## src/design/dhr_pkg.sv

```systemverilog
// Package for the diskette host register bank and drive port.
// Assumes a single 250 MHz clock and an I/O bus decoded on ten address bits.
package dhr_pkg;
	// ----------------------------------------------------------------
	// Register addresses (primary and secondary sets)
	// ----------------------------------------------------------------
	localparam logic [9:0] DHR_PRI_DRIVE_KIND = 10'h3F1; // Drive kind, read.
	localparam logic [9:0] DHR_PRI_OUT_CTRL = 10'h3F2; // Output control, write.
	localparam logic [9:0] DHR_PRI_MAIN_STATUS = 10'h3F4; // Main status.
	localparam logic [9:0] DHR_PRI_DATA = 10'h3F5; // Command data port.
	localparam logic [9:0] DHR_PRI_DIAG_RATE = 10'h3F7; // Diag input read, rate write.
	localparam logic [9:0] DHR_PRI_FIXED = 10'h1F7; // Fixed-disk status.
	localparam logic [9:0] DHR_SEC_DRIVE_KIND = 10'h371;
	localparam logic [9:0] DHR_SEC_OUT_CTRL = 10'h372;
	localparam logic [9:0] DHR_SEC_MAIN_STATUS = 10'h374;
	localparam logic [9:0] DHR_SEC_DATA = 10'h375;
	localparam logic [9:0] DHR_SEC_DIAG_RATE = 10'h377;
	localparam logic [9:0] DHR_SEC_FIXED = 10'h177;
	// ----------------------------------------------------------------
	// Field positions
	// ----------------------------------------------------------------
	localparam int DHR_OC_SEL = 0; // Drive select bit.
	localparam int DHR_OC_RUN = 2; // Controller run (reset when zero).
	localparam int DHR_OC_REQ_EN = 3; // Interrupt and DMA request enable.
	localparam int DHR_OC_MOTOR_A = 4; // Motor A enable.
	localparam int DHR_OC_MOTOR_B = 5; // Motor B enable.
	localparam logic [7:0] DHR_OC_WMASK = 8'h3D; // Writable output control bits.
	localparam logic [7:0] DHR_OC_RESET = 8'h00; // Output control reset value.
	localparam logic [1:0] DHR_RATE_500K = 2'h0; // Bit0=0, bit1=0.
	localparam logic [1:0] DHR_RATE_300K = 2'h1; // Bit0=1, bit1=0.
	localparam logic [1:0] DHR_RATE_250K = 2'h2; // Bit0=0, bit1=1.
	localparam logic [1:0] DHR_RATE_RSVD = 2'h3; // Reserved code.
	localparam logic [7:0] DHR_FIXED_VALUE = 8'h80; // Fixed status, bit 7 forced.
	localparam logic [7:0] DHR_ZERO8 = 8'h00;
	// ----------------------------------------------------------------
	// Timing
	// ----------------------------------------------------------------
	localparam int DHR_CLK_MHZ = 250; // System clock rate.
	localparam int DHR_PULSE_8M_NS = 150; // Write pulse at 8 MHz.
	localparam int DHR_PULSE_48M_NS = 208; // Write pulse at 4.8 MHz.
	localparam int DHR_PULSE_4M_NS = 250; // Write pulse at 4 MHz.
	localparam int DHR_PULSE_8M_CYC = (DHR_PULSE_8M_NS * DHR_CLK_MHZ + 999) / 1000;
	localparam int DHR_PULSE_48M_CYC = (DHR_PULSE_48M_NS * DHR_CLK_MHZ + 999) / 1000;
	localparam int DHR_PULSE_4M_CYC = (DHR_PULSE_4M_NS * DHR_CLK_MHZ + 999) / 1000;
	localparam int DHR_SPIN_HD_MS = 1000; // Spin-up wait, high density.
	localparam int DHR_SPIN_DD_MS = 750; // Spin-up wait, double density.
	localparam int DHR_SPIN_HD_CYC = DHR_SPIN_HD_MS * DHR_CLK_MHZ * 1000;
	localparam int DHR_SPIN_DD_CYC = DHR_SPIN_DD_MS * DHR_CLK_MHZ * 1000;
	localparam int DHR_STEP_ACT_US = 5; // Step active time.
	localparam int DHR_STEP_ACT_CYC = DHR_STEP_ACT_US * DHR_CLK_MHZ;
	localparam int DHR_FIFO_DEPTH = 8; // Command FIFO depth.
	// ----------------------------------------------------------------
	// Command engine states
	// ----------------------------------------------------------------
	typedef enum logic [2:0] {
		DHR_IDLE,
		DHR_SPIN,
		DHR_STEP_HI,
		DHR_STEP_LO,
		DHR_WRITE
	} dhr_state_t;
endpackage : dhr_pkg

```

## src/design/dhr_regs.sv

```systemverilog
// Diskette host register bank with drive-side signalling and command FIFO.
// Assumes an I/O bus with active-low strobes from outside the clock domain,
// a DMA address enable, and drive inputs that are asynchronous pins.
//
// Notes on behaviour
// - Head-side output high selects upper head.
// - Write pulses sized by rate, only when gated.
// - Write enable held for whole recording.
// - Step pulse; motion starts at trailing edge.
// - Direction set before stepping: high is outward.
// - Wait spin-up time after motor on.
// - Select active only for addressed drive.
// - Low-current output active for low density.
// - Output control write-only, cleared on reset.
// - Bits 5,4 motors; bit 0 drive select.
// - Bit 2 low holds controller in reset.
// - Bit 3 gates interrupt and DMA requests.
// - Diag input bit 7 is media change.
// - Two-bit rate code selects data rate.
// - Status bits 7..4 report port condition.
// - Status bits 1,0 report drive seeking.
// - Data port presents one stacked byte.
// - Drive kind bits from density inputs.
// - Fixed status reads 0x80 without hard card.
// - Decode documented primary/secondary addresses.
// - Commands arrive as bytes via data port.
// - Group select high picks primary set.
// - No decode while DMA owns the bus.

// ------------------------------------------------------------------
// Command FIFO
// ------------------------------------------------------------------
module dhr_fifo #(
	parameter int WIDTH = 8,
	parameter int DEPTH = 8
) (
	input wire logic clk_in,
	input wire logic sys_rst_in,
	input wire logic [WIDTH-1:0] wr_data_in,
	input wire logic wr_valid_in,
	output logic wr_ready_out,
	output logic [WIDTH-1:0] rd_data_out,
	output logic rd_valid_out,
	input wire logic rd_ready_in
);
	localparam int AW = $clog2(DEPTH);
	logic [WIDTH-1:0] mem [DEPTH]; // Storage words.
	logic [AW:0] wr_ptr, rd_ptr; // Write and read pointers, each with a wrap bit.
	logic full, empty; // Occupancy flags.
	assign full = (wr_ptr[AW] != rd_ptr[AW]) && (wr_ptr[AW-1:0] == rd_ptr[AW-1:0]);
	assign empty = (wr_ptr == rd_ptr);
	assign wr_ready_out = !full;
	assign rd_valid_out = !empty;
	assign rd_data_out = mem[rd_ptr[AW-1:0]];
	// Write side stores a word when accepted.
	always_ff @(posedge clk_in) begin
		if (wr_valid_in && !full) begin
			mem[wr_ptr[AW-1:0]] <= wr_data_in;
		end
	end
	// Pointers advance on each handshake.
	always_ff @(posedge clk_in) begin
		if (sys_rst_in) begin
			wr_ptr <= '0;
			rd_ptr <= '0;
		end else begin
			if (wr_valid_in && !full) begin
				wr_ptr <= wr_ptr + 1'b1;
			end
			if (rd_ready_in && !empty) begin
				rd_ptr <= rd_ptr + 1'b1;
			end
		end
	end
endmodule // dhr_fifo

// ------------------------------------------------------------------
// Top level
// ------------------------------------------------------------------
module dhr_regs import dhr_pkg::*; #(
	parameter int SPIN_HD_CYC = DHR_SPIN_HD_CYC,
	parameter int SPIN_DD_CYC = DHR_SPIN_DD_CYC,
	parameter int STEP_CYC = DHR_STEP_ACT_CYC
) (
	input wire logic clk_in,
	input wire logic sys_rst_in,
	input wire logic [9:0] addr_in,
	input wire logic io_rd_n_in,
	input wire logic io_wr_n_in,
	input wire logic bus_owned_by_dma_in,
	input wire logic group_select_in,
	input wire logic [7:0] data_in,
	output logic [7:0] data_out,
	output logic data_oe_n_out,
	input wire logic hard_disk_present_n_in,
	input wire logic density_a_in,
	input wire logic density_b_in,
	input wire logic media_change_in,
	input wire logic [6:0] fixed_diag_in,
	input wire logic read_data_n_in,
	input wire logic protect_n_in,
	input wire logic home_track_n_in,
	input wire logic index_in,
	input wire logic ctrl_irq_in,
	input wire logic ctrl_dma_req_in,
	input wire logic [7:0] result_in,
	input wire logic result_valid_in,
	output logic irq_out,
	output logic dma_req_out,
	output logic head_side_out,
	output logic write_enable_out,
	output logic write_pulse_out,
	output logic step_out,
	output logic direction_out,
	output logic motor_a_out,
	output logic motor_b_out,
	output logic select_a_out,
	output logic select_b_out,
	output logic low_current_out,
	output logic ctrl_reset_out,
	output logic [1:0] rate_out
);
	// ----------------------------------------------------------------
	// Input synchronisers
	// ----------------------------------------------------------------
	logic [2:0] strb_m; // First stage: read, write, dma enable.
	logic [2:0] strb_s; // Second stage.
	logic [2:0] strb_d; // Delayed copy for edge detection.
	logic [29:0] pin_m; // First stage: diag, data, group, address, densities, hdpres, media.
	logic [29:0] pin_s; // Second stage; bus fields line up in time with the synced strobes.
	// Strobes, bus fields and pins all pass two flops before any logic reads them.
	always_ff @(posedge clk_in) begin
		if (sys_rst_in) begin
			strb_m <= 3'h7;
			strb_s <= 3'h7;
			strb_d <= 3'h7;
			pin_m <= 30'h0;
			pin_s <= 30'h0;
		end else begin
			strb_m <= {bus_owned_by_dma_in, io_wr_n_in, io_rd_n_in};
			strb_s <= strb_m;
			strb_d <= strb_s;
			pin_m <= {fixed_diag_in, data_in, group_select_in, addr_in,
				density_b_in, density_a_in, hard_disk_present_n_in, media_change_in};
			pin_s <= pin_m;
		end
	end
	logic rd_start, wr_end; // Falling edge of read strobe, rising edge of write strobe.
	assign rd_start = !strb_s[0] && strb_d[0] && !strb_s[2];
	assign wr_end = strb_s[1] && !strb_d[1] && !strb_s[2];
	// ----------------------------------------------------------------
	// Address decode
	// ----------------------------------------------------------------
	// Returns true when the address matches the primary copy with grp high, or the secondary copy with grp low.
	function automatic logic hit(input logic [9:0] a, input logic [9:0] p,
		input logic [9:0] s, input logic grp);
		hit = grp ? (a == p) : (a == s);
	endfunction
	logic hit_kind, hit_oc, hit_stat, hit_data, hit_diag, hit_fixed;
	assign hit_kind = hit(pin_s[13:4], DHR_PRI_DRIVE_KIND, DHR_SEC_DRIVE_KIND, pin_s[14]);
	assign hit_oc = hit(pin_s[13:4], DHR_PRI_OUT_CTRL, DHR_SEC_OUT_CTRL, pin_s[14]);
	assign hit_stat = hit(pin_s[13:4], DHR_PRI_MAIN_STATUS, DHR_SEC_MAIN_STATUS, pin_s[14]);
	assign hit_data = hit(pin_s[13:4], DHR_PRI_DATA, DHR_SEC_DATA, pin_s[14]);
	assign hit_diag = hit(pin_s[13:4], DHR_PRI_DIAG_RATE, DHR_SEC_DIAG_RATE, pin_s[14]);
	assign hit_fixed = hit(pin_s[13:4], DHR_PRI_FIXED, DHR_SEC_FIXED, pin_s[14]);
	// ----------------------------------------------------------------
	// Writable registers
	// ----------------------------------------------------------------
	logic [7:0] output_control; // Output control register.
	logic [1:0] rate_select; // Rate code.
	// Output control clears on reset; reserved bits are masked off.
	always_ff @(posedge clk_in) begin
		if (sys_rst_in) begin
			output_control <= DHR_OC_RESET;
		end else if (wr_end && hit_oc) begin
			output_control <= pin_s[22:15] & DHR_OC_WMASK;
		end
	end
	// Rate register takes the low two bits; other bits are ignored.
	always_ff @(posedge clk_in) begin
		if (sys_rst_in) begin
			rate_select <= DHR_RATE_500K;
		end else if (wr_end && hit_diag) begin
			rate_select <= pin_s[16:15];
		end
	end
	wire logic ctrl_run = output_control[DHR_OC_RUN];
	// ----------------------------------------------------------------
	// Command path: data port writes enter the FIFO
	// ----------------------------------------------------------------
	logic fifo_ready, cmd_valid, cmd_take;
	logic [7:0] cmd_byte;
	dhr_fifo #(.WIDTH(8), .DEPTH(DHR_FIFO_DEPTH)) u_fifo (
		.clk_in(clk_in),
		.sys_rst_in(sys_rst_in || !ctrl_run),
		.wr_data_in(pin_s[22:15]),
		.wr_valid_in(wr_end && hit_data),
		.wr_ready_out(fifo_ready),
		.rd_data_out(cmd_byte),
		.rd_valid_out(cmd_valid),
		.rd_ready_in(cmd_take)
	);
	// ----------------------------------------------------------------
	// Drive engine: byte bit 7 = write burst, else seek with bits
	// 6 direction, 5 head, 3:0 steps.
	// ----------------------------------------------------------------
	dhr_state_t state;
	logic [31:0] timer; // Delay counter.
	logic [3:0] steps; // Remaining steps.
	logic [7:0] cur; // Current command byte.
	wire logic sel_hd = output_control[DHR_OC_SEL] ? pin_s[3] : pin_s[2]; // Selected drive is HD.
	assign cmd_take = (state == DHR_IDLE) && cmd_valid;
	// Pulse width chosen by the rate code.
	function automatic logic [31:0] pulse_len(input logic [1:0] r);
		unique case (r)
			DHR_RATE_300K: pulse_len = 32'(DHR_PULSE_48M_CYC);
			DHR_RATE_250K: pulse_len = 32'(DHR_PULSE_4M_CYC);
			default: pulse_len = 32'(DHR_PULSE_8M_CYC);
		endcase
	endfunction
	// Sequencer: spin-up wait, then steps or a write burst.
	always_ff @(posedge clk_in) begin
		if (sys_rst_in || !ctrl_run) begin
			state <= DHR_IDLE;
			timer <= '0;
			steps <= '0;
			cur <= DHR_ZERO8;
		end else begin
			unique case (state)
				DHR_IDLE: begin
					if (cmd_valid) begin
						cur <= cmd_byte;
						steps <= cmd_byte[3:0];
						timer <= sel_hd ? 32'(SPIN_HD_CYC) : 32'(SPIN_DD_CYC);
						state <= DHR_SPIN;
					end
				end
				DHR_SPIN: begin
					if (timer > 32'h1) begin
						timer <= timer - 32'h1;
					end else if (cur[7]) begin
						// One spare cycle keeps the gate up past the full-width pulse.
						timer <= pulse_len(rate_select) + 32'h1;
						state <= DHR_WRITE;
					end else if (steps == 4'h0) begin
						state <= DHR_IDLE;
					end else begin
						timer <= 32'(STEP_CYC);
						state <= DHR_STEP_HI;
					end
				end
				DHR_STEP_HI: begin
					if (timer > 32'h1) begin
						timer <= timer - 32'h1;
					end else begin
						timer <= 32'(STEP_CYC);
						steps <= steps - 4'h1;
						state <= DHR_STEP_LO;
					end
				end
				DHR_STEP_LO: begin
					if (timer > 32'h1) begin
						timer <= timer - 32'h1;
					end else if (steps == 4'h0) begin
						state <= DHR_IDLE;
					end else begin
						timer <= 32'(STEP_CYC);
						state <= DHR_STEP_HI;
					end
				end
				DHR_WRITE: begin
					if (timer > 32'h1) begin
						timer <= timer - 32'h1;
					end else begin
						state <= DHR_IDLE;
					end
				end
			endcase
		end
	end
	// ----------------------------------------------------------------
	// Drive outputs, all registered.
	// ----------------------------------------------------------------
	always_ff @(posedge clk_in) begin
		if (sys_rst_in) begin
			head_side_out <= 1'b0;
			direction_out <= 1'b0;
			step_out <= 1'b0;
			write_enable_out <= 1'b0;
			write_pulse_out <= 1'b0;
			motor_a_out <= 1'b0;
			motor_b_out <= 1'b0;
			select_a_out <= 1'b0;
			select_b_out <= 1'b0;
			low_current_out <= 1'b0;
			ctrl_reset_out <= 1'b1;
			rate_out <= DHR_RATE_500K;
			irq_out <= 1'b0;
			dma_req_out <= 1'b0;
		end else begin
			head_side_out <= cur[5];
			direction_out <= cur[6];
			step_out <= (state == DHR_STEP_HI);
			write_enable_out <= (state == DHR_WRITE);
			write_pulse_out <= (state == DHR_WRITE) && (timer > 32'h1);
			motor_a_out <= output_control[DHR_OC_MOTOR_A];
			motor_b_out <= output_control[DHR_OC_MOTOR_B];
			select_a_out <= !output_control[DHR_OC_SEL];
			select_b_out <= output_control[DHR_OC_SEL];
			low_current_out <= !sel_hd;
			ctrl_reset_out <= !ctrl_run;
			rate_out <= rate_select;
			irq_out <= output_control[DHR_OC_REQ_EN] && ctrl_irq_in;
			dma_req_out <= output_control[DHR_OC_REQ_EN] && ctrl_dma_req_in;
		end
	end
	// ----------------------------------------------------------------
	// Result byte and read mux
	// ----------------------------------------------------------------
	logic [7:0] result_byte; // One result byte presented at a time.
	logic result_full;
	// Result byte holds until the host reads it; a new one wins a same-cycle read.
	always_ff @(posedge clk_in) begin
		if (sys_rst_in) begin
			result_byte <= DHR_ZERO8;
			result_full <= 1'b0;
		end else if (result_valid_in) begin
			result_byte <= result_in;
			result_full <= 1'b1;
		end else if (rd_start && hit_data) begin
			result_full <= 1'b0;
		end
	end
	wire logic [7:0] main_status = {result_full || fifo_ready, result_full,
		!output_control[DHR_OC_REQ_EN], state == DHR_WRITE, 2'b00,
		(state != DHR_IDLE) && !cur[7] && output_control[DHR_OC_SEL],
		(state != DHR_IDLE) && !cur[7] && !output_control[DHR_OC_SEL]};
	// Read data is latched at the strobe edge and driven until it rises.
	always_ff @(posedge clk_in) begin
		if (sys_rst_in) begin
			data_out <= DHR_ZERO8;
			data_oe_n_out <= 1'b1;
		end else if (rd_start) begin
			data_oe_n_out <= 1'b0;
			if (hit_kind) begin
				data_out <= {6'h00, pin_s[3], pin_s[2]};
			end else if (hit_stat) begin
				data_out <= main_status;
			end else if (hit_data) begin
				data_out <= result_byte;
			end else if (hit_diag) begin
				data_out <= {pin_s[0], pin_s[29:23]};
			end else if (hit_fixed && pin_s[1]) begin
				data_out <= DHR_FIXED_VALUE;
			end else begin
				data_oe_n_out <= 1'b1;
			end
		end else if (strb_s[0]) begin
			data_oe_n_out <= 1'b1;
		end
	end
endmodule // dhr_regs

```

## config.mk

```make
export PLATFORM = sky130hd
export DESIGN_NAME = dhr_regs
export DESIGN_NICKNAME = d
export VERILOG_FILES = /design/src/design/dhr_pkg.sv /design/src/design/dhr_regs.sv
export SDC_FILE = /design/constraint.sdc
export NUM_CORES = 1
export LEC_CHECK = 0
export BUFFER_PORTS_ARGS = -buffer_cell sky130_fd_sc_hd__buf_2
export CELL_PAD_IN_SITES_DETAIL_PLACEMENT = 0
export CELL_PAD_IN_SITES_GLOBAL_PLACEMENT = 1
export CORE_UTILIZATION = 51
export CTS_CLUSTER_SIZE = 14
export DETAILED_ROUTE_END_ITERATION = 12
export PLACE_DENSITY = 0.82
export RECOVER_POWER = 25
export SYNTH_ARGS = -nofsm -noshare
export SYNTH_HDL_FRONTEND = slang
export SYNTH_SLANG_ARGS = --single-unit
```

## constraint.sdc

```tcl
create_clock -name clk_in -period 4.2 [get_ports clk_in]
set_input_delay 0.42 -clock clk_in [delete_from_list [all_inputs] [get_ports clk_in]]
set_output_delay 0.42 -clock clk_in [all_outputs]
set_load 0.03 [all_outputs]
```

[Yosys cells after proc, flatten, opt, wreduce, memory -nomap -nowiden]
Memories as Yosys holds them, arrays and structs flattened. A register that Yosys moved wholly into a read port is not among the register bits.
Index checks and enable logic that the tools add are counted.
Widths: inputs -> output; s select.
Cells by class
  add/subtract/negate cells: 5
  order comparisons: 1
  equality and inequality tests: 27
  muxes and demuxes: 50
  bitwise gates (word level): 1
  reduce and logical (&&, ||, !) cells: 43
Operators by type and width (count)
  $mux 32: 11
  $pmux 32 s5: 1
  $eq 10x10->1 const B: 10
  $mux 8: 5
  $add 32x1->32 const B: 1
  $gt 32x1->1 const B: 1
  $sub 32x1->32 const B: 1
  $mux 27: 1
  $mux 3: 8
  $eq 10x9->1 const B: 2
  $logic_and 1x1->1: 19
  $mux 1: 18
  $pmux 3 s5: 1
  $logic_not 1->1: 10
  $ne 2x2->1 const B: 5
  $pmux 5 s2: 1
  $add 4x1->4 const B: 2
  $mux 4: 2
  $pmux 4 s2: 1
  $eq 3x2->1 const B: 2
  $reduce_and 2->1: 3
  $reduce_bool 2->1: 3
  $reduce_and 5->1: 1
  $reduce_bool 5->1: 1
  other kinds (16): 17
Word-level totals
  register bits after elaboration: 163
  bits in writable memories: 64
  input bits: 50
  output and inout port bits: 24
  logic and storage cells: 159
  memories: 1
Memory list
  u_fifo.mem: depth 8, bits a word 8, read ports 1, clocked after Yosys merged registers in 1, write ports 1, RTL line dhr_regs.sv:47  | logic [WIDTH-1:0] mem [DEPTH];

[Logic depth before layout (Yosys ltp)]
Gate-level depths: netlist (run 1).
  word-level depth: 10
  mapped depth: 10
  gate-level depth less buffers: 8

[Cells and area by module]
A second synthesis (run 1) with hierarchy kept.
Second synthesis, totals
  cell total of the unflattened synthesis: 876
  area total of the unflattened synthesis: 9449.1 um2
Modules (own cells, without submodules)
  dhr_regs: instances 1, cells an instance 698, area each 6273.5 um2, seq. area each 3002.9 um2
  dhr_fifo: instances 1, cells an instance 178, area each 3175.5 um2, seq. area each 2142.1 um2

[Worst setup path before layout (run 1)]
OpenSTA, ideal clock, no wires.
  path type: register to register
  start point: reg pin_s[14]
  end point: mem u_fifo.mem[0][0] (enable)
  library setup time: 0.380 ns
  arrival time: 2.342 ns
  data required time: 3.820 ns
  slack: 1.478 ns
  stages on the path, launching flop included: 8
  buffers on the path: 1
  period minus slack after synthesis: 2.722 ns
  cells stage by stage: dfxtp_1 > xor2_1 > or4b_1 > or2_2 > clkbuf_1 > nor3_1 > nand2b_1 > nor3_1
On the way
  word-level cells in the longest chain between the ends: 5
Ends and longest elaborated chain
  from (decl): RTL line dhr_regs.sv:130  | logic [29:0] pin_s;
  from (signal assigned): RTL line dhr_regs.sv:145  | pin_s <= pin_m;
  $mux 1: RTL line dhr_regs.sv:157  | hit = grp ? (a == p) : (a == s);
  $logic_and 1x1->1: RTL line dhr_regs.sv:197  | .wr_valid_in(wr_end && hit_data),
  $logic_and 1x1->1: RTL line dhr_regs.sv:57  | if (wr_valid_in && !full) begin
  $mux 1: RTL line dhr_regs.sv:57
  $mux 1 (implied by the code): RTL line dhr_regs.sv:58  | mem[wr_ptr[AW-1:0]] <= wr_data_in;
  to (decl): RTL line dhr_regs.sv:47
No other way between the ends.

[Final worst setup path (run 1)]
  start point: reg timer[7]
  end point: reg timer[19]
On the way
  word-level cells in the longest chain between the ends: 3
  elaborated cells on any way between the ends: 9
  classes of those cells: 1 x add/sub; 1 x order compare; 1 x eq/ne; 5 x mux; 1 x reduce/logical
Ends and longest elaborated chain
  from (decl): RTL line dhr_regs.sv:208  | logic [31:0] timer;
  from (signal assigned): RTL line dhr_regs.sv:234  | timer <= sel_hd ? 32'(SPIN_HD_CYC) : 32'(SPIN_DD_CYC);
  from (signal assigned): RTL line dhr_regs.sv:240  | timer <= timer - 32'h1;
  from (signal assigned): RTL line dhr_regs.sv:243  | timer <= pulse_len(rate_select) + 32'h1;
  $sub 32x1->32 or $gt 32x1->1 (tied branches)
  $mux 32 (tied with other cells): RTL line dhr_regs.sv:272  | if (timer > 32'h1) begin
  $pmux 32 s5 or $reduce_and 2->1 (tied branches)
Several ways; a longest one is shown, not always the timed one. The select of a mux whose other input is x is not followed.
A chain may end at the register's enable or synchronous reset.

==> results.txt, run 1 <==
Cell taking the most area after synthesis: dfxtp_1
Met2 routed WL: 9026 um
Final Hold Violating Endpoints: 0
Crit Path Category: register to register
Failing checks: max-capacitance violations, max-slew violations
Area growth syn-to-layout: 14.15%
CTS Buffer Depth: 3
Vias post-DR: 6383
Endpoint class of the critical path: register
# placed instances: 1071
Met3 WL: 1237 um
Hold Path Sink: strb_m[1]
Worst R2R Path Depth: 6
Num CTS Buffers: 23
Max-slew violations: 42
Pleak: 3.805 nW
Row cnt: 47
Slack of the critical path: 1086 ps
Initial Util: 0.5269
Die Area: 17780 um2
TritonCTS clock tree: done
DRT Wirelength: 19290 um
Syn avg cell area: 10.71 um2
Register clock-pin slew on the reported worst setup and hold paths: 60 ps
Worst EP arrival: 3520 ps
Warnings from Yosys: 0
DR top layer: met4
Minimum clock period: 3114 ps
Post-synthesis register bit count: 217
Fin Setup TNS: 0 ps
Cell Pwr Density: 428.2 nW/um2
Reg-to-reg setup timing slack: 1090 ps
Fmax: 321.1 MHz
Min-Delay Startpoint: io_wr_n_in
Total gr overflow: 0
Post-route ant nets: 0
Vias in the first global route: 6253
Tcrit/Tclk final: 0.7415
Actual slew at the worst max-slew pin: 1559 ps
Mapped cell area: 8800 um2
Wirelength per Cell: 17.33 um
Top area cells in the synthesized netlist: dfxtp_1 37%, edfxtp_1 19%, nor2b_1 4.8%
Clock Skew: 11.46 ps
RR Endpoint: timer[19]
Core Footprint: 16700 um2
Cells after Synth: 822
Status: finished, violations left
Critical path launch point type: register
Endpoints failing setup: 0
Largest net degree at the start of global routing: 69
Post-synthesis sequential area ratio: 0.5574
Final HPWL DP: 13130 um
Drt first pass iters: 5
DR vias/cell: 5.735
ANT cells: 0
Yosys cell types: 70
MaxCap Viol Count: 1
CP required: 4600 ps
Main synth FF type: dfxtp_1
Post-synth EDFFs: 56
Synth top area share: 0.3663
RR Startpoint: timer[7]
Place WS: 1106 ps
Die height: 133.4 um
Post-route DRC: 0
Initial drt markers: 397
Most frequent cells in the layout: 161 x dfxtp_1, 77 x nor2_1, 68 x nor2b_1, 68 x buf_2, 56 x edfxtp_1
Top-level I/O count: 74
Met1 WL: 8530 um
Peak supply drop: 0.0003288 V
Root Buffer: clkbuf_16
Gr usage total: 0.2192
Post-CTS Resized: 0
Clk_lat worst skew: 520 ps
Share of post-route cells with drive strength above 1: 0.1792
Commonest non-fill, non-tap cell in the layout: dfxtp_1
Routability congestion estimate: 0.8797
Initial antenna violation count: 0
RSZ-0062 raised after global routing: no
Share of flip-flops with an asynchronous set or reset: 0
Final core utilization: 0.6014
Die width: 133.4 um
Hold_buf cts: 0
Hold crit path type: input pin to register
Hold path depth: 2
IO buf count: 69
Post-synth net total: 881
Post-CTS setup buffer count: 0
Non-Filler Instances: 1113
Slew margin rel.: -0.03928
CP Max Fanout: 21
Clock sink total: 217
First-pass GRT wire length: 31310 um
Clock H-tree levels: 1
Final nets: 935
==> worst max path at each step <==
stage | startpoint | to | slack [ps] | depth (start not counted)
2_1_floorplan | pin_s[14] | u_fifo.mem[0][0] | 1480 | 7
3_3_place_gp | timer[7] | timer[27] | 1200 | 6
3_5_place_dp | timer[7] | timer[22] | 1110 | 6
4_1_cts | timer[7] | timer[22] | 1120 | 6
5_1_grt | timer[7] | timer[15] | 910 | 6
6_report | timer[7] | timer[19] | 1090 | 6
==> where the power goes <==
part	total [W]	internal, W	switching (W)	leakage [nW]
clock	0.00202	0.00120	0.000824	0.377
combinational	0.0000829	0.0000437	0.0000392	1.52
sequential	0.00220	0.00218	0.0000200	1.91
==> layer usage <==
layer  global-route usage  vias up
li1                     -     3073
met1               0.2948     3032
met2               0.3631      242
met3              0.03234       36
met4              0.07323        0
met5                    0        -
==> registers in the layout, summed over array words and instances, names as in the netlist, 4 cells and up, named ones only <==
name	cells
result_byte	8
u_fifo.mem	56
pin_s	30
steps	4
output_control	5
u_fifo.rd_ptr	4
pin_m	30
u_fifo.wr_ptr	4
timer	32
data_out	8
==> worst max-delay path, stage by stage, from the launching register on <==
cell and delay, ps:
dfxtp_1 410, nor4_4 480, nand4_4 280, or4_1 820
o21ai_4 580, o21ai_1 150, a32o_1 280
==> cell usage after synthesis, drive strengths merged (5+ instances only) <==
master / number
mux2i: 30
nor4: 14
dfxtp: 161
a21oi: 38
nand2b: 10
nor2b: 68
nand4: 8
o31ai: 5
clkbuf: 40
nor2: 77
o22ai: 7
nand3: 16
ha: 9
a31oi: 7
a32o: 9
xnor2: 7
mux4: 14
nand2: 51
o21ai: 38
edfxtp: 56
inv: 11
buf: 9
or4: 6
nor3: 33
xor2: 7
a211oi: 8
or2: 13
or3: 10
==> logic make-up (layout without fill, tap and decap cells) <==
logic type,after synthesis,count (layout),share of synthesized area
and+or+nand+nor,329,329,0.2029
DFF,217,217,0.5574
AOI/OAI and AO/OA,143,143,0.1079
buffers and inverters,61,132,0.02886
muxes,48,48,0.07507
xor gates and xnor gates,14,14,0.01393
adders and majority gates,10,10,0.01393
==> through the flow <==
| step | area (um2) | power, W | hold slack [ps] |
|---|---|---|---|
| global placement | 9281 | 0.002320 | 392.6 |
| CTS | 10050 | 0.004334 | 77.37 |
| detailed placement | 9281 | 0.002325 | 403.7 |
| global route | 10040 | 0.004430 | 78.31 |
| finish | 10040 | 0.004301 | 88.59 |
| floorplan | 8800 | 0.002289 | 389.5 |
==> cell type report <==
type	count	area, um2
clock inverter	12	135.1
sequential	217	4905
inverter	12	45.04
fill	1427	6656
tap	220	275.3
timing repair buffer	78	411.6
clock buffer	30	631.9
multi-input combinational	544	3641
Note: power is estimated with default switching activity, not from simulation.
==> inputs of run 2 (changes only) <==
--- a/config.mk
+++ b/config.mk
@@ -5,13 +5,14 @@
 export SDC_FILE = /design/constraint.sdc
 export NUM_CORES = 1
 export LEC_CHECK = 0
+export ABC_AREA = 1
 export BUFFER_PORTS_ARGS = -buffer_cell sky130_fd_sc_hd__buf_2
 export CELL_PAD_IN_SITES_DETAIL_PLACEMENT = 0
 export CELL_PAD_IN_SITES_GLOBAL_PLACEMENT = 1
-export CORE_UTILIZATION = 51
+export CORE_UTILIZATION = 40
 export CTS_CLUSTER_SIZE = 14
 export DETAILED_ROUTE_END_ITERATION = 12
-export PLACE_DENSITY = 0.82
+export PLACE_DENSITY = 0.72
 export RECOVER_POWER = 25
 export SYNTH_ARGS = -nofsm -noshare
 export SYNTH_HDL_FRONTEND = slang
==> constraint.sdc (replaced) <==
create_clock -name clk_in -period 2.7 [get_ports clk_in]
set_input_delay 0.27 -clock clk_in [delete_from_list [all_inputs] [get_ports clk_in]]
set_output_delay 0.27 -clock clk_in [all_outputs]
set_load 0.03 [all_outputs]
==> run 2 against run 1 <==
  * The flow still finishes with violations (max-capacitance violations, max-slew violations)
  * Power increased by 59%
  * Sequential power up 55%
  * Combinational power increased by 110%
  * Largest power group unchanged
==> results.txt, run 2 <==
Gr usage total: 0.1910
Final core utilization: 0.4954
Top-count cell post-synth: nand2_1
Post-synthesis sequential area ratio: 0.5257
Clk_lat worst skew: 520 ps
ANT cells: 0
Share of flip-flops with an asynchronous set or reset: 0
Reg-to-reg setup timing slack: 480 ps
Share of post-route cells with drive strength above 1: 0.1408
Cell taking the most area after synthesis: dfxtp_1
Max-slew violations: 89
Clock H-tree levels: 1
Net Switching: 0.001409 W
Area growth syn-to-layout: 20.93%
Failing checks: max-capacitance violations, max-slew violations
Routability congestion estimate: 0.9285
Final Hold Violating Endpoints: 0
Actual slew at the worst max-slew pin: 1720 ps
Minimum clock period: 2222 ps
Hold crit path type: input pin to register
Initial Util: 0.4096
Vias post-DR: 7611
Syn avg cell area: 8.016 um2
Row cnt: 55
Commonest cells post-synth: 222 x nand2_1, 198 x nor2_1, 161 x dfxtp_1, 156 x inv_1, 72 x o21ai_0
Die Area: 23940 um2
Warnings from Yosys: 0
Critical path launch point type: register
Clk network pwr share: 0.475
Yosys cell types: 46
Register clock-pin slew on the reported worst setup and hold paths: 60 ps
Die width: 154.7 um
First-pass GRT wire length: 36560 um
Endpoints failing setup: 0
Status: finished, violations left
Drt first pass iters: 5
Worst EP arrival: 2660 ps
Post-synth EDFFs: 56
Post-route DRC: 0
Total gr overflow: 0
Initial drt markers: 449
Main synth FF type: dfxtp_1
Fin Setup TNS: 0 ps
Final HPWL DP: 15140 um
Max reg flops: 56
Vias in the first global route: 7165
Combinational cell fraction of total power: 0.025
Largest net degree at the start of global routing: 89
Post-synth net total: 1223
Peak supply drop: 0.0004436 V
DR vias/cell: 4.698
MaxCap Viol Count: 1
Clock sink total: 217
Clock Skew: 14.43 ps
Switching part of the total: 0.2062
Final nets: 1348
Non-Filler Instances: 1620
Synth top area share: 0.3454
Part of the power in registers: 0.500
TritonCTS clock tree: done
CP Max Fanout: 21
IO buf count: 69
Post-synthesis register bit count: 217
Num CTS Buffers: 24
Pleak: 4.844 nW
Commonest non-fill, non-tap cell in the layout: nand2_1
CP required: 3140 ps
Top cell by count, worst path: nand2_1
Top area cells in the synthesized netlist: dfxtp_1 35%, edfxtp_1 18%, nand2_1 8.9%
CP max stage delay: 500 ps
Overall Power: 0.006834 W
Crit Path Category: register to register
Mapped cell area: 9330 um2
Cell Pwr Density: 605.7 nW/um2
Worst-path cell chain: inv_1 > ha_1 > inv_1 > nand2_1 > nand2_1 > inv_1 > nand2_1 > nor2_2 > nand2_2 > nand2_2 > nand3_2 > buf_4 > nand3_1 > nand2_1 > nand2_1 > a21oi_1
CP max stage cell: dfxtp_1
Wirelength per Cell: 13.71 um
Internal power: 0.005425 W
Root Buffer: clkbuf_16
Cells after Synth: 1164
Initial antenna violation count: 0
Slew margin rel.: -0.1465
Fmax: 450.0 MHz
Core Footprint: 22780 um2
Most frequent cells in the layout: 222 x nand2_1, 198 x nor2_1, 161 x dfxtp_1
Tcrit/Tclk final: 0.8230
RSZ-0062 raised after global routing: no
DRT Wirelength: 22210 um
# placed instances: 1538
Post-route ant nets: 0
CTS Buffer Depth: 3
Top-level I/O count: 74
Die height: 154.7 um
Endpoint class of the critical path: register
run 2: layer usage:
layer,up-vias,part of all wire,track usage
met5,-,0,0
met4,0,0.016,0.04432
met3,27,0.037,0.02718
met2,134,0.46,0.3208
met1,3463,0.48,0.2596
li1,3987,-,-
run 2: timing repair:
item                                   CTS  global route
setup endpoints to repair                0            25
hold buffers                            38             0
endpoints found under the hold margin   38             0
gates resized for setup                  0             4
buffers inserted                         0             0
run 2: critical path, delay by kind of cell (launching register included):
| kind | cells | cell delay [ps] |
|---|---|---|
| and+or+nand+nor | 10 | 760 |
| DFF | 1 | 500 |
| AOI/OAI and AO/OA | 1 | 120 |
| buffers and inverters | 4 | 480 |
| adders and majority gates | 1 | 260 |
run 2: cell type report:
class                   count  area [um2]
fillers                  2248       11490
flip-flops and latches    217        4905
multi-input cells         751        3661
repair buffers            133       914.6
clock buffers              33       675.6
inverters                 162       615.6
well taps                 313       391.6
clock inverters            11       120.1
run 2: power groups by stage:
stage	clock (W)	combinational, W	sequential, W
after global placement	0	0.000130	0.00348
after floorplan	0	0.0000760	0.00348
after detailed placement	0	0.000130	0.00349
final	0.00325	0.000171	0.00341
after global routing	0.00346	0.000196	0.00342
after CTS	0.00333	0.000172	0.00341
run 2: stage by stage:
stage,hold slack [ps],setup slack (ps),cell area (um2)
global placement,392.2,252.4,10090
global route,52.58,281.4,11280
detailed placement,392.8,225.5,10090
CTS,30.45,223.4,11270
finish,52.12,477.9,11280
floorplan,373.8,637.8,9330
run 2: final timing paths:
path | depth (start not counted) | endpoint | from
worst max-delay path | 16 | timer[24] | timer[0]
worst min-delay path | 3 | result_byte[5] | result_in[5]
worst max register to register | 16 | timer[24] | timer[0]
worst min register to register | 2 | pin_s[25] | pin_m[25]
run 2: cells by family (layout without fill, tap and decap cells):
group / after synthesis / in the layout / share of synthesized area
AO/OA/AOI/OAI: 182 / 182 / 0.1108
XOR/XNOR: 25 / 25 / 0.02347
adder cells (fa/ha/maj): 9 / 9 / 0.01207
buffers and inverters: 196 / 339 / 0.08408
flip-flops: 217 / 217 / 0.5257
AND/OR/NAND/NOR: 535 / 535 / 0.2439
==> inputs of run 3 (changes only) <==
--- a/config.mk
+++ b/config.mk
@@ -5,14 +5,14 @@
 export SDC_FILE = /design/constraint.sdc
 export NUM_CORES = 1
 export LEC_CHECK = 0
-export ABC_AREA = 1
+export ABC_AREA = 0
 export BUFFER_PORTS_ARGS = -buffer_cell sky130_fd_sc_hd__buf_2
 export CELL_PAD_IN_SITES_DETAIL_PLACEMENT = 0
 export CELL_PAD_IN_SITES_GLOBAL_PLACEMENT = 1
-export CORE_UTILIZATION = 40
+export CORE_UTILIZATION = 47
 export CTS_CLUSTER_SIZE = 14
 export DETAILED_ROUTE_END_ITERATION = 12
-export PLACE_DENSITY = 0.72
+export PLACE_DENSITY = 0.76
 export RECOVER_POWER = 25
 export SYNTH_ARGS = -nofsm -noshare
 export SYNTH_HDL_FRONTEND = slang
==> constraint.sdc (replaced) <==
create_clock -name clk_in -period 2.3 [get_ports clk_in]
set_input_delay 0.23 -clock clk_in [delete_from_list [all_inputs] [get_ports clk_in]]
set_output_delay 0.23 -clock clk_in [all_outputs]
set_load 0.03 [all_outputs]
==> run 3 against run 2 <==
  * First-iteration DRC count decreased by 18%
  * The run ends with design-rule violations left
  * Worst hold slack improved by 92 ps
  * Largest power group unchanged
  * Die area decreased by 19%
  * Highest routed layer unchanged
  * Critical path type unchanged
  * Wire length about the same
==> results.txt, run 3 (synthesis results as in run 1) <==
Status: finished, violations left
Failing checks: design-rule violations
Worst R2R Path Depth: 10
Final HPWL DP: 15190 um
Clock Skew: 7.934 ps
Core Footprint: 18150 um2
Wirelength per Cell: 17.44 um
Routability congestion estimate: 0.9328
Initial antenna violation count: 0
Peak supply drop: 0.0005903 V
Overall Power: 0.007877 W
Total gr overflow: 0
Die height: 138.8 um
Area growth syn-to-layout: 32.35%
Drt first pass iters: 8
Row cnt: 49
Initial drt markers: 366
Die width: 138.8 um
Fin Setup TNS: 0 ps
Pleak: 4.598 nW
Post-route ant nets: 0
Clock H-tree levels: 1
Most frequent cells in the layout: 155 x dfxtp_1, 106 x buf_4, 69 x nor2_1
Vias post-DR: 6965
Critical path launch point type: register
Endpoints failing setup: 0
Endpoint class of the critical path: register
RSZ-0062 raised after global routing: yes
DR vias/cell: 5.471
CP required: 2710 ps
Hold path depth: 3
Layout fillers: 1419
Final core utilization: 0.6418
Share of post-route cells with drive strength above 1: 0.2989
Final nets: 1086
Gr usage total: 0.2314
First-pass GRT wire length: 35360 um
Register clock-pin slew on the reported worst setup and hold paths: 60 ps
Largest net degree at the start of global routing: 72
Hold crit path type: input pin to register
Final Hold Violating Endpoints: 0
Vias in the first global route: 7059
Tcrit/Tclk final: 0.9985
Actual slew at the worst max-slew pin: 684.0 ps
Worst EP arrival: 2710 ps
Max reg flops: 56
Num CTS Buffers: 24
Crit Path Category: register to register
MaxCap Viol Count: 0
Top-level I/O count: 74
Die Area: 19270 um2
IO buf count: 69
Clk_lat worst skew: 520 ps
TritonCTS clock tree: done
Slew margin rel.: 0.5440
ANT cells: 0
Fmax: 435.4 MHz
Initial Util: 0.4849
Post-route DRC: 2
Minimum clock period: 2297 ps
Clock sink total: 217
Root Buffer: clkbuf_16
Max-slew violations: 0
Cell Pwr Density: 676.3 nW/um2
Commonest non-fill, non-tap cell in the layout: dfxtp_1
CP Max Fanout: 4
CTS Buffer Depth: 3
DRT Wirelength: 22200 um
[run 3: what timing repair did]
action	in CTS	in global routing
hold endpoints to repair	43	0
gates cloned	0	1
endpoints found under the setup margin	48	94
gates resized for setup	15	34
buffers inserted	3	7
hold buffers	43	0
pin swaps	4	17
[run 3: cell type report]
cell class / instances / area, um2 / share of cell area
Clock buffer: 34 / 679.4 / 0.05834
Sequential cell: 217 / 4912 / 0.4218
Timing Repair Buffer: 228 / 1743 / 0.1497
Multi-Input combinational cell: 544 / 3896 / 0.3346
Inverter: 12 / 47.55 / 0.004082
Clock inverter: 9 / 81.33 / 0.006983
Tap cell: 229 / 286.5 / 0.02460
[run 3: through the flow]
step           setup WS (ps)  hold WS (ps)  std cells  area [um2]
2_1_floorplan         -66.36         333.8        822        8911
5_1_grt               -73.05         169.8       1273       11650
6_report               3.410         143.6       1273       11650
4_1_cts               -23.61         146.2       1265       11440
3_5_place_dp          -124.0         399.6       1176       10160
3_3_place_gp          -181.3         394.0       1176       10160
[run 3: per-layer routing]
| metal | track usage | part of all wire | vias to the layer above |
|---|---|---|---|
| met5 | 0 | 0 | - |
| met4 | 0.08772 | 0.028 | 0 |
| met3 | 0.03798 | 0.049 | 46 |
| met2 | 0.3900 | 0.48 | 176 |
| met1 | 0.2993 | 0.44 | 3353 |
| li1 | - | - | 3390 |
[run 3: power breakdown]
| group | total, W | internal [W] | switching, W |
|---|---|---|---|
| clock | 0.00365 | 0.00217 | 0.00148 |
| sequential | 0.00401 | 0.00397 | 0.0000346 |
| combinational | 0.000221 | 0.000134 | 0.0000873 |
[run 3: final timing paths]
kind,start,to,slack (ps)
min,result_valid_in,result_full,140
max reg2reg,timer[1],timer[25],3
max,timer[1],timer[25],3
min reg2reg,strb_m[1],strb_s[1],420
[run 3: critical path, stage by stage, from the launching register on]
cell	delay (ps)
dfxtp_2	330
inv_4	70
ha_2	160
o21ba_2	150
nand2_2	60
or4_4	600
buf_6	150
o21ai_4	240
buf_4	170
a21oi_1	40
o211a_1	210
